$ cat src/rtl/pemux_pkg.sv
package pemux_pkg;
    localparam logic [11:0] PEMUX_OFS_PESEL_LO = 12'h000;
    localparam logic [11:0] PEMUX_OFS_PESEL_HI = 12'h004;
    localparam logic [11:0] PEMUX_OFS_INSRC = 12'h008;
    localparam logic [11:0] PEMUX_OFS_PE_DATA = 12'h00C;
    localparam logic [11:0] PEMUX_OFS_PE_DIR = 12'h010;
    localparam logic [11:0] PEMUX_OFS_PA_DATA = 12'h014;
    localparam logic [11:0] PEMUX_OFS_PA_DIR = 12'h018;
    localparam logic [11:0] PEMUX_OFS_PA_WAKE = 12'h01C;
    localparam logic [11:0] PEMUX_OFS_PE_BITOP = 12'h020;
    localparam logic [11:0] PEMUX_OFS_PE_PINS = 12'h024;
    localparam logic [11:0] PEMUX_OFS_PA_PINS = 12'h028;
    localparam logic [7:0] PEMUX_SEL_RST = 8'h00;
    localparam logic [7:0] PEMUX_PORT_RST = 8'hFF;
    localparam logic [7:0] PEMUX_WAKE_RST = 8'h00;
    localparam logic [1:0] PEMUX_CODE_ALT = 2'h1;
    localparam logic [1:0] PEMUX_SRC_FIRST = 2'h0;
    localparam logic [7:0] PEMUX_INSRC_MASK = 8'hFF;
    localparam int PEMUX_F_BIT0 = 0;
    localparam int PEMUX_F_BIT1 = 2;
    localparam int PEMUX_F_BIT2 = 4;
    localparam int PEMUX_F_BIT3 = 6;
    localparam int PEMUX_BITOP_SET = 3;
    localparam int PEMUX_BITOP_DIR = 4;
    typedef enum logic [1:0] {
        PEMUX_RMW_IDLE = 2'b00,
        PEMUX_RMW_READ = 2'b01,
        PEMUX_RMW_WRITE = 2'b11
    } pemux_rmw_e;
endpackage : pemux_pkg

$ cat src/rtl/pemux_sel2.sv
`timescale 1ns/1ps
`default_nettype none
// picks the alternate source when a two-bit code is anything but the first code
module pemux_sel2
    import pemux_pkg::*;
(
    input wire logic [1:0] code,
    input wire logic first_src,
    input wire logic other_src,
    output logic picked
);
    assign picked = (code == PEMUX_SRC_FIRST) ? first_src : other_src;
endmodule : pemux_sel2
`default_nettype wire

$ cat src/rtl/pemux_wake.sv
`timescale 1ns/1ps
`default_nettype none
module pemux_wake
    import pemux_pkg::*;
#(
    parameter int WIDTH = 8
) (
    input wire logic pclk,
    input wire logic presetn,
    input wire logic [WIDTH-1:0] pins,
    input wire logic [WIDTH-1:0] enable,
    input wire logic low_power,
    output logic wake
);
    typedef struct packed {
        logic [WIDTH-1:0] prev;
        logic wake;
    } pemux_wk_s;
    pemux_wk_s st_r, st_nxt;
    logic [WIDTH-1:0] fall;
    genvar g;
    // --------------------------------------------------------------
    // per-pin falling edge, gated by its own enable
    // --------------------------------------------------------------
    generate
        for (g = 0; g < WIDTH; g++) begin : g_pin
            assign fall[g] = enable[g] & st_r.prev[g] & ~pins[g];
        end
    endgenerate
    always_comb begin
        st_nxt = st_r;
        st_nxt.prev = pins;
        st_nxt.wake = low_power & (|fall);
    end
    always_ff @(posedge pclk or negedge presetn) begin
        if (!presetn) begin
            st_r <= '{prev: '1, wake: 1'b0};
        end else begin
            st_r <= st_nxt;
        end
    end
    assign wake = st_r.wake;
endmodule : pemux_wake
`default_nettype wire

$ cat src/rtl/pemux_top.sv
// Design decisions made here: the address map and the APB slave port.
`timescale 1ns/1ps
`default_nettype none
module pemux_top
    import pemux_pkg::*;
(
    input wire logic pclk,
    input wire logic presetn,
    input wire logic psel,
    input wire logic penable,
    input wire logic pwrite,
    input wire logic [11:0] paddr,
    input wire logic [31:0] pwdata,
    output logic [31:0] prdata,
    output logic pready,
    output logic pslverr,
    input wire logic [7:0] port_e_in,
    output logic [7:0] port_e_out,
    output logic [7:0] port_e_oen,
    input wire logic [7:0] port_a_in,
    output logic [7:0] port_a_out,
    output logic [7:0] port_a_oen,
    input wire logic port_c_bit2,
    input wire logic compact_timer1_output,
    input wire logic standard_timer0_output,
    input wire logic uart_tx,
    output logic compact_timer1_clock_input,
    output logic standard_timer0_clock_input,
    output logic standard_timer0_capture_input,
    output logic periodic_timer0_capture_input,
    output logic periodic_timer1_capture_input,
    output logic uart_rx,
    input wire logic low_power,
    output logic wake
);
    typedef struct packed {
        logic [7:0] pesel_lo;
        logic [7:0] pesel_hi;
        logic [7:0] insrc;
        logic [7:0] pe_data;
        logic [7:0] pe_dir;
        logic [7:0] pa_data;
        logic [7:0] pa_dir;
        logic [7:0] pa_wake;
        pemux_rmw_e rmw;
        logic [4:0] rmw_op;
        logic [7:0] rmw_byte;
        logic [31:0] prdata;
        logic pready;
        logic pslverr;
        logic [7:0] pe_out;
        logic [7:0] pe_oen;
        logic [7:0] pa_out;
        logic [7:0] pa_oen;
        logic ct1_clk;
        logic st0_clk;
        logic st0_cap;
        logic pt0_cap;
        logic pt1_cap;
        logic rx;
    } pemux_st_s;

    pemux_st_s st_r, st_nxt;
    logic [1:0] f0, f1, f2, f3, f5, f6;
    logic st0_cap_pick, pt0_cap_pick, pt1_cap_pick, rx_pick;
    logic [7:0] pe_drv, pe_alt, pe_alt_oe, rd_byte;
    logic setup, access, hit;

    // --------------------------------------------------------------
    // field views of the select registers
    // --------------------------------------------------------------
    assign f0 = st_r.pesel_lo[PEMUX_F_BIT0 +: 2];
    assign f1 = st_r.pesel_lo[PEMUX_F_BIT1 +: 2];
    assign f2 = st_r.pesel_lo[PEMUX_F_BIT2 +: 2];
    assign f3 = st_r.pesel_lo[PEMUX_F_BIT3 +: 2];
    assign f5 = st_r.pesel_hi[PEMUX_F_BIT1 +: 2];
    assign f6 = st_r.pesel_hi[PEMUX_F_BIT2 +: 2];

    // --------------------------------------------------------------
    // input source selection
    // --------------------------------------------------------------
    pemux_sel2 u_rx_src (
        .code(st_r.insrc[7:6]),
        .first_src(port_c_bit2),
        .other_src(port_e_in[1]),
        .picked(rx_pick)
    );
    pemux_sel2 u_pt1_src (
        .code(st_r.insrc[5:4]),
        .first_src(port_a_in[3]),
        .other_src(port_a_in[4]),
        .picked(pt1_cap_pick)
    );
    pemux_sel2 u_pt0_src (
        .code(st_r.insrc[3:2]),
        .first_src(port_a_in[0]),
        .other_src(port_a_in[1]),
        .picked(pt0_cap_pick)
    );
    pemux_sel2 u_st0_src (
        .code(st_r.insrc[1:0]),
        .first_src(port_e_in[5]),
        .other_src(port_e_in[6]),
        .picked(st0_cap_pick)
    );

    pemux_wake #(
        .WIDTH(8)
    ) u_wake (
        .pclk(pclk),
        .presetn(presetn),
        .pins(port_a_in),
        .enable(st_r.pa_wake),
        .low_power(low_power),
        .wake(wake)
    );

    // --------------------------------------------------------------
    // port E output function
    // --------------------------------------------------------------
    // a timer output only reaches its pin once the field is programmed
    always_comb begin
        pe_alt = 8'h00;
        pe_alt_oe = 8'h00;
        if (f0 == PEMUX_CODE_ALT) begin
            pe_alt[0] = uart_tx;
            pe_alt_oe[0] = 1'b1;
        end
        if (f3 == PEMUX_CODE_ALT) begin
            pe_alt[3] = compact_timer1_output;
            pe_alt_oe[3] = 1'b1;
        end
        if (f5 == PEMUX_CODE_ALT) begin
            pe_alt[5] = standard_timer0_output;
            pe_alt_oe[5] = 1'b1;
        end
        if (f6 == PEMUX_CODE_ALT) begin
            pe_alt[6] = standard_timer0_output;
            pe_alt_oe[6] = 1'b1;
        end
    end
    // bit 1 in receive mode still drives when its pe_dir bit is clear; bits 2, 4, 7 are never driven by a function
    assign pe_drv = pe_alt_oe | ~st_r.pe_dir;

    // --------------------------------------------------------------
    // APB read mux
    // --------------------------------------------------------------
    assign setup = psel & ~penable;
    assign access = psel & penable;
    always_comb begin
        hit = 1'b1;
        rd_byte = 8'h00;
        case (paddr)
            PEMUX_OFS_PESEL_LO: rd_byte = st_r.pesel_lo;
            PEMUX_OFS_PESEL_HI: rd_byte = st_r.pesel_hi;
            PEMUX_OFS_INSRC: rd_byte = st_r.insrc & PEMUX_INSRC_MASK;
            PEMUX_OFS_PE_DATA: rd_byte = st_r.pe_data;
            PEMUX_OFS_PE_DIR: rd_byte = st_r.pe_dir;
            PEMUX_OFS_PA_DATA: rd_byte = st_r.pa_data;
            PEMUX_OFS_PA_DIR: rd_byte = st_r.pa_dir;
            PEMUX_OFS_PA_WAKE: rd_byte = st_r.pa_wake;
            PEMUX_OFS_PE_BITOP: rd_byte = 8'h00;
            PEMUX_OFS_PE_PINS: rd_byte = port_e_in;
            PEMUX_OFS_PA_PINS: rd_byte = port_a_in;
            default: hit = 1'b0;
        endcase
    end

    // --------------------------------------------------------------
    // next state
    // --------------------------------------------------------------
    always_comb begin
        st_nxt = st_r;
        st_nxt.pready = 1'b0;
        st_nxt.pslverr = 1'b0;
        case (st_r.rmw)
            PEMUX_RMW_IDLE: begin
                if (setup && paddr == PEMUX_OFS_PE_BITOP && pwrite) begin
                    st_nxt.rmw_op = pwdata[4:0];
                    st_nxt.rmw = PEMUX_RMW_READ;
                end else if (access && !st_r.pready) begin
                    st_nxt.pready = 1'b1;
                    st_nxt.pslverr = ~hit;
                    st_nxt.prdata = {24'h000000, rd_byte};
                    if (pwrite && hit) begin
                        case (paddr)
                            PEMUX_OFS_PESEL_LO: st_nxt.pesel_lo = pwdata[7:0];
                            PEMUX_OFS_PESEL_HI: st_nxt.pesel_hi = pwdata[7:0];
                            PEMUX_OFS_INSRC: st_nxt.insrc = pwdata[7:0] & PEMUX_INSRC_MASK;
                            PEMUX_OFS_PE_DATA: st_nxt.pe_data = pwdata[7:0];
                            PEMUX_OFS_PE_DIR: st_nxt.pe_dir = pwdata[7:0];
                            PEMUX_OFS_PA_DATA: st_nxt.pa_data = pwdata[7:0];
                            PEMUX_OFS_PA_DIR: st_nxt.pa_dir = pwdata[7:0];
                            PEMUX_OFS_PA_WAKE: st_nxt.pa_wake = pwdata[7:0];
                            default: st_nxt.pslverr = 1'b0;
                        endcase
                    end
                end
            end
            PEMUX_RMW_READ: begin
                // whole-port read: data uses pin levels, direction uses its register
                st_nxt.rmw_byte = st_r.rmw_op[PEMUX_BITOP_DIR] ? st_r.pe_dir : port_e_in;
                st_nxt.rmw_byte[st_r.rmw_op[2:0]] = st_r.rmw_op[PEMUX_BITOP_SET];
                st_nxt.rmw = PEMUX_RMW_WRITE;
            end
            PEMUX_RMW_WRITE: begin
                if (st_r.rmw_op[PEMUX_BITOP_DIR]) begin
                    st_nxt.pe_dir = st_r.rmw_byte;
                end else begin
                    st_nxt.pe_data = st_r.rmw_byte;
                end
                st_nxt.pready = 1'b1;
                st_nxt.prdata = 32'h00000000;
                st_nxt.rmw = PEMUX_RMW_IDLE;
            end
            default: st_nxt.rmw = PEMUX_RMW_IDLE;
        endcase
        // bit op word: [2:0] bit, [3] value, [4] target direction
        st_nxt.rmw_op = (st_r.rmw == PEMUX_RMW_IDLE) ? st_nxt.rmw_op : st_r.rmw_op;
        // pins
        st_nxt.pe_out = (pe_alt_oe & pe_alt) | (~pe_alt_oe & st_r.pe_data);
        st_nxt.pe_oen = ~pe_drv;
        st_nxt.pa_out = st_r.pa_data;
        st_nxt.pa_oen = st_r.pa_dir;
        st_nxt.ct1_clk = port_e_in[2];
        st_nxt.st0_clk = port_e_in[4];
        st_nxt.st0_cap = st0_cap_pick;
        st_nxt.pt0_cap = pt0_cap_pick;
        st_nxt.pt1_cap = pt1_cap_pick;
        st_nxt.rx = (st_r.insrc[7:6] == PEMUX_SRC_FIRST) ? rx_pick
                  : ((f1 == PEMUX_CODE_ALT) ? rx_pick : 1'b1);
    end

    always_ff @(posedge pclk or negedge presetn) begin
        if (!presetn) begin
            st_r <= '{
                pesel_lo: PEMUX_SEL_RST,
                pesel_hi: PEMUX_SEL_RST,
                insrc: PEMUX_SEL_RST,
                pe_data: PEMUX_PORT_RST,
                pe_dir: PEMUX_PORT_RST,
                pa_data: PEMUX_PORT_RST,
                pa_dir: PEMUX_PORT_RST,
                pa_wake: PEMUX_WAKE_RST,
                rmw: PEMUX_RMW_IDLE,
                rmw_op: 5'h00,
                rmw_byte: 8'h00,
                prdata: 32'h00000000,
                pready: 1'b0,
                pslverr: 1'b0,
                pe_out: PEMUX_PORT_RST,
                pe_oen: PEMUX_PORT_RST,
                pa_out: PEMUX_PORT_RST,
                pa_oen: PEMUX_PORT_RST,
                ct1_clk: 1'b0,
                st0_clk: 1'b0,
                st0_cap: 1'b0,
                pt0_cap: 1'b0,
                pt1_cap: 1'b0,
                rx: 1'b1
            };
        end else begin
            st_r <= st_nxt;
        end
    end

    assign prdata = st_r.prdata;
    assign pready = st_r.pready;
    assign pslverr = st_r.pslverr;
    assign port_e_out = st_r.pe_out;
    assign port_e_oen = st_r.pe_oen;
    assign port_a_out = st_r.pa_out;
    assign port_a_oen = st_r.pa_oen;
    assign compact_timer1_clock_input = st_r.ct1_clk;
    assign standard_timer0_clock_input = st_r.st0_clk;
    assign standard_timer0_capture_input = st_r.st0_cap;
    assign periodic_timer0_capture_input = st_r.pt0_cap;
    assign periodic_timer1_capture_input = st_r.pt1_cap;
    assign uart_rx = st_r.rx;
endmodule : pemux_top
`default_nettype wire

$ cat config.mk
export PLATFORM = sky130hd
export DESIGN_NAME = pemux_top
export DESIGN_NICKNAME = d
export VERILOG_FILES = /design/src/rtl/pemux_pkg.sv /design/src/rtl/pemux_sel2.sv /design/src/rtl/pemux_wake.sv /design/src/rtl/pemux_top.sv
export SDC_FILE = /design/constraint.sdc
export NUM_CORES = 1
export LEC_CHECK = 0
export BUFFER_PORTS_ARGS = -buffer_cell sky130_fd_sc_hd__buf_2
export CORE_ASPECT_RATIO = 0.6
export CORE_UTILIZATION = 59
export DETAILED_ROUTE_END_ITERATION = 12
export MAX_ROUTING_LAYER = met4
export PLACE_DENSITY = 0.87
export REMOVE_ABC_BUFFERS = 1
export SLEW_MARGIN = 20
export SYNTH_ARGS = -nofsm -noshare
export SYNTH_HDL_FRONTEND = slang
export SYNTH_SLANG_ARGS = --single-unit
export TNS_END_PERCENT = 5
$ cat constraint.sdc
create_clock -name pclk -period 4.1 [get_ports pclk]
set_input_delay 0.615 -clock pclk [delete_from_list [all_inputs] [get_ports pclk]]
set_output_delay 0.615 -clock pclk [all_outputs]
set_load 0.01 [all_outputs]
# Word level (Yosys, flattened, before mapping)
# Index checks and enable logic that the tools add are counted.
# op_classes
div_mod_pow,0
n_bitwise,37
eq_ne,25
addsub,0
magnitude_cmp,2
muxes,39
multipliers,0
shifts,0
reduce_logical,26
# op_table
operator,count
$mux 40,3
$pmux 8 s10,1
$mux 34,2
$pmux 33 s2,1
$mux 8,8
$eq 12x5->1 const B,4
$eq 12x6->1 const B,3
$pmux 16 s2,1
$reduce_and 5->1,6
$eq 12x4->1 const B,2
$and 1x1->1,19
$mux 1,19
$not 8->8,2
$or 7x8->8,2
$reduce_or 8->1,2
$eq 12x3->1 const B,1
$eq 2x1->1 const B,6
$logic_not 12->1,1
$ne 2x2->1 const B,6
$reduce_and 6->1,2
$not 1->1,11
$reduce_or 11->1,1
$logic_not 2->1,5
$and 8x8->8,1
15 further kinds,20
# totals
ram_bits,0
reg_bits,160
latch_bits,0
input_bits,70
memories,0
rom_bits,0
out_inout_bits,73

# Logic depth before layout (Yosys ltp)
# logic_depth
ltp_word,9
mapped_depth,9

# Hierarchy
# From an unflattened synthesis, not the netlist that was laid out.
# unflattened
hier_cells,544
hier_area_um2,6812.8
# by_module_without_submodules
module,area_per_inst_um2,cells_each,seq_area_each_um2,instances
pemux_top,6451.2,514,3259.4,1
pemux_wake,301.5,22,235.2,1
pemux_sel2,15.0,2,0.0,4

# Least setup slack after synthesis
# OpenSTA, ideal clock, no wires.
# synth_path
path_kind,input to register
startpoint,in paddr[7]
endpoint,"reg st_r, in the netlist st_nxt[14]"
t_arrival_ns,2.447
path_buffers,0
required_ns,4.018
path_slack_ns,1.570
stages,4
cell_sequence,or4_4 -> or4_4 -> nor3_4 -> mux2_4
# synth_between
elab_chain_len,5
elab_cells_between_ends,18
# synth_rtl
element,line_no,rtl
"start, declared",pemux_top.sv:12,"input wire logic [11:0] paddr,"
$eq 12x6->1 (tied with other cells),"pemux_top.sv:153, pemux_top.sv:178",
$reduce_or 11->1 (no line) or $logic_and 1x1->1 (tied branches),n/a,
$mux 1 or $logic_and 1x1->1 (tied branches),"pemux_top.sv:153, pemux_top.sv:178",
$logic_and 1x1->1 or $not 1->1 (tied branches),n/a,
$reduce_and 5->1 (no line) *,n/a,
"end signal, assigned",pemux_top.sv:236,st_r <= '{
"end signal, assigned",pemux_top.sv:263,st_r <= st_nxt;
"end, declared",pemux_top.sv:63,"pemux_st_s st_r, st_nxt;"
# Every way passes the cells marked *; elsewhere a longest branch is shown, timed or not.
# A chain may end at the register's enable or synchronous reset.

# Worst setup path after layout
# layout_path
startpoint,reg st_r[85] (netlist bit)
endpoint,"reg st_r, in the netlist f3[0]"
# layout_between
elab_chain_len,2
# layout_rtl
element,line_no,rtl
$logic_not 2->1,pemux_top.sv:176,case (st_r.rmw)
$reduce_and 5->1 (no line),n/a,
# Every way passes these cells.

==> results.md <==
- Portion of netlist area occupied by mux cells: 0.156
- Total of fill cells in the finished design: a little under 800
- Hold Crit Start: port_a_in[7]
- Clk pin slew, worst setup/hold paths: 0.06 ns
- Vertical die dimension: 84.7 um
- Layout Utilization: 0.696
- Final hold viol count: 0
- Critical Path Fanout Max: 8
- Post-route DRC: 0
- Post-synth cell types: 67
- Number of max-cap violations: 0
- CTS Sinks: 136
- Number of rows in the core area: 29
- Crit start category: flop
- Endpoint type of the worst setup path: flop
- Fraction of the mapped netlist area in simple logic gates: 0.117
- Hold Crit Endpoint: u_wake.st_r[8]
- Remaining antenna violation count: 0
- R2R setup slack: 1.29 ns
- TritonCTS clock tree: yes
- Layout cells sized above 1: 0.452
- Async set-or-reset flop fraction in the synthesized netlist: 1.00
- Area of the die: 11800 um^2
- Area of the core: 10800 um^2
- Classification of the worst-slack hold path: in2reg
- Starting DRC count in detailed routing: 551
- Post-route standard cell area excluding fillers: 7530 um^2
- Leakage power of the design: 0.00333 uW
- Synthesized-area fraction occupied by xor and xnor cells: 0.00130
- Transition time of the tightest slew-check pin: 1.17 ns
- Post-DP HPWL: 12200 um
- Deepest clock path buffer count: 2
- Antenna violations before repair: 0
- Largest family of logic cells by synthesized area: multiplexers
- Total routing usage reported by global routing: 0.332
- Number of buffer cells added on primary ports: 94
- Number of nets in the layout: 700
- Worst skew pair latency: 0.43 ns
- Seq cells post-synth: 136
- Number of setup violations in the final report: 0
- Standard cell with the maximum stage delay on the critical path: sky130_fd_sc_hd__nor2_1
- Post-Synthesis Mean Instance Area: 11.7 um^2
- Worst hold path cell count: 1
- Critical Path RT: between 4 and 5 ns
- Internal power: roughly 2900 uW
- Pin count of the biggest net entering global routing: 75
- Number of global-route vias before repair: 4751
- Initial core utilization: 0.622
- Layout overhead on the synthesized area: 11.9%
- Routed len/inst: 22.9 um
- First drt pass iteration count: 7
- Total power per unit cell area: 551 nW/um^2
- Share of the synthesized area in compound gates (AO/OA/AOI/OAI): 0.106
- Routability-driven placement congestion ratio: 0.930
- Most used DFF post-synth: sky130_fd_sc_hd__dfstp_2
- Switching Share: 0.303
- Final-layout setup total negative slack: 0 ns
- Via total after detailed routing: 4945
- Number of synthesis warnings: 0
- Hold-fix buffers, CTS: 0
- Max Transition Viols Final: 0
- End of the worst register-to-register path: f3[0]
- Switching power: approximately 1300 uW
- Clock period minus final worst setup slack: ~2.8 ns
- Unrepaired setup endpoints after global routing: no
- Worst slew margin: 0.220
- Total clock buffers created by CTS: 17
- RR Startpoint: st_r[85]
- Cells on worst reg2reg path: 6
- Commonest cells after routing, fill and taps aside: sky130_fd_sc_hd__buf_2, sky130_fd_sc_hd__dfstp_2, sky130_fd_sc_hd__dfrtp_1, sky130_fd_sc_hd__mux2_2, sky130_fd_sc_hd__nor2_1
- Top-Level Pins: 143
- Most common library cell in the layout ignoring fill and taps: sky130_fd_sc_hd__buf_2
- Congestion Overflow GR: 0
- Sequential-to-total area share from yosys stat: 0.520
- Synthesized netlist cell count: 575
- Netlist area before placement: between 6000 and 7000 um^2
- Share of total power in sequential cells: 0.451
- Highest achievable clock rate: 356 MHz
- Max incr delay on CP: roughly 0.8 ns
- Maximum vdd ir drop: 0.000352 V
- Wire length of the first global-routing pass: approximately 28000 um
- Outcome: complete, no violations
- Sum of routed wire length over all layers: between 15000 and 20000 um
- Clock network power share: 0.368
- CTS root buffer: sky130_fd_sc_hd__clkbuf_16
- Cts repair resizes: 0
- Dpl cell area: 6930 um^2
- Detail-routed via count per cell: 6.35
- Adder-Cell Fraction of Synth Area: 0.00558
- Final cycle utilization of the critical path: 0.685
- Cells traversed along the worst timing path: inv_1 -> ha_1 -> o211ai_1 -> nand2b_1 -> nor2_1 -> mux2_2
- Antenna diode instance count: 0
- Number of synthesized flops with an enable pin: 0
- Final clock skew: 0.0114 ns
- CTS H-tree lvls: 4
- X dimension of the die: 140 um
- Critical path class: reg2reg
- CP Data Arrival Time: 3.12 ns
- Number of setup buffers added after CTS: 0
- Combinational Power Share: 0.182
worst max-delay path, delay by kind of cell (launching register included):
kind            cells  cell delay, ns
compound gates      1            0.32
buf+inv             1            0.08
fa+ha+maj           1            0.38
simple gates        2            1.09
flops               1            0.40
mux                 1            0.42
kinds of logic after synthesis:
kind of cell	after synthesis
mux	92
fa+ha+maj	3
compound gates	104
xor+xnor	1
simple gates	137
buf+inv	101
flops	136
other cells	1
flip-flops by register name, indices dropped and copies added (netlist names), 2 cells and up:
signal	cells
f5	2
st_r	51
f6	2
f2	2
f1	2
st_nxt	16
port_a_oen	8
f3	2
f0	2
port_e_out	8
prdata	8
port_a_out	8
u_wake.st_r	8
port_e_oen	8
area by class of cell:
cell class / count / area (um^2) / share of cell area
clock inverters: 13 / 131 / 0.0174
inverters: 9 / 33.8 / 0.00449
repair buffers: 102 / 546 / 0.0724
well taps: 139 / 174 / 0.0231
flip-flops and latches: 136 / 3490 / 0.464
multi-input cells: 361 / 2690 / 0.357
clock buffers: 19 / 464 / 0.0616
worst max path at each step:
stage	slack, ns	start	to	depth (start not counted)
6_report	1.29	st_r[85]	f3[0]	6
5_1_grt	1.18	st_r[85]	f2[0]	6
4_1_cts	1.38	st_r[85]	f2[0]	6
3_5_place_dp	0.97	paddr[4]	st_r[92]	5
3_3_place_gp	1.01	paddr[2]	st_nxt[16]	5
2_1_floorplan	1.57	paddr[7]	st_nxt[14]	4
synth_stat cells (4+ instances only):
cell,n,area share
sky130_fd_sc_hd__a21oi_1,24,0.018
sky130_fd_sc_hd__a22oi_1,14,0.016
sky130_fd_sc_hd__a32oi_1,5,0.0065
sky130_fd_sc_hd__buf_2,4,0.0030
sky130_fd_sc_hd__buf_4,64,0.071
sky130_fd_sc_hd__clkbuf_1,20,0.011
sky130_fd_sc_hd__dfrtp_1,63,0.23
sky130_fd_sc_hd__dfstp_2,73,0.29
sky130_fd_sc_hd__inv_1,9,0.0050
sky130_fd_sc_hd__mux2_2,61,0.10
sky130_fd_sc_hd__mux2_4,8,0.018
sky130_fd_sc_hd__mux2i_1,22,0.033
sky130_fd_sc_hd__nand2_1,30,0.017
sky130_fd_sc_hd__nand2b_1,5,0.0047
sky130_fd_sc_hd__nand3_1,8,0.0060
sky130_fd_sc_hd__nand3b_1,9,0.010
sky130_fd_sc_hd__nand4b_1,4,0.0052
sky130_fd_sc_hd__nor2_1,31,0.017
sky130_fd_sc_hd__nor2b_1,12,0.011
sky130_fd_sc_hd__nor3_1,5,0.0037
sky130_fd_sc_hd__nor3b_1,5,0.0056
sky130_fd_sc_hd__o21ai_0,22,0.016
sky130_fd_sc_hd__o22ai_1,7,0.0065
metrics by stage:
stage	instances	total power [uW]	worst slack (ns)	hold slack [ns]
floorplan	506	2250	1.57	0.319
global placement	747	2580	1.01	0.363
detailed placement	747	2620	0.973	0.367
CTS	779	4150	1.38	0.308
global route	779	4320	1.18	0.305
finish	779	4150	1.29	0.318
power by group through the flow:
stage               logic, uW  registers, uW  clock network [uW]
floorplan                 389           1860                   0
global route              822           1890                1600
global placement          705           1870                   0
CTS                       745           1870                1540
finish                    754           1870                1530
detailed placement        737           1880                   0
metal layers:
layer | global-route usage | vias to the layer above | part of all wire | wire [um]
met5 | - | - | 0 | 0
li1 | - | 2087 | - | -
met3 | 0.0975 | 46 | 0.11 | 1930
met1 | 0.468 | 2454 | 0.43 | 7600
met4 | 0.108 | 0 | 0.023 | 409
met2 | 0.457 | 358 | 0.44 | 7910
(Power assumes the default switching activity.)
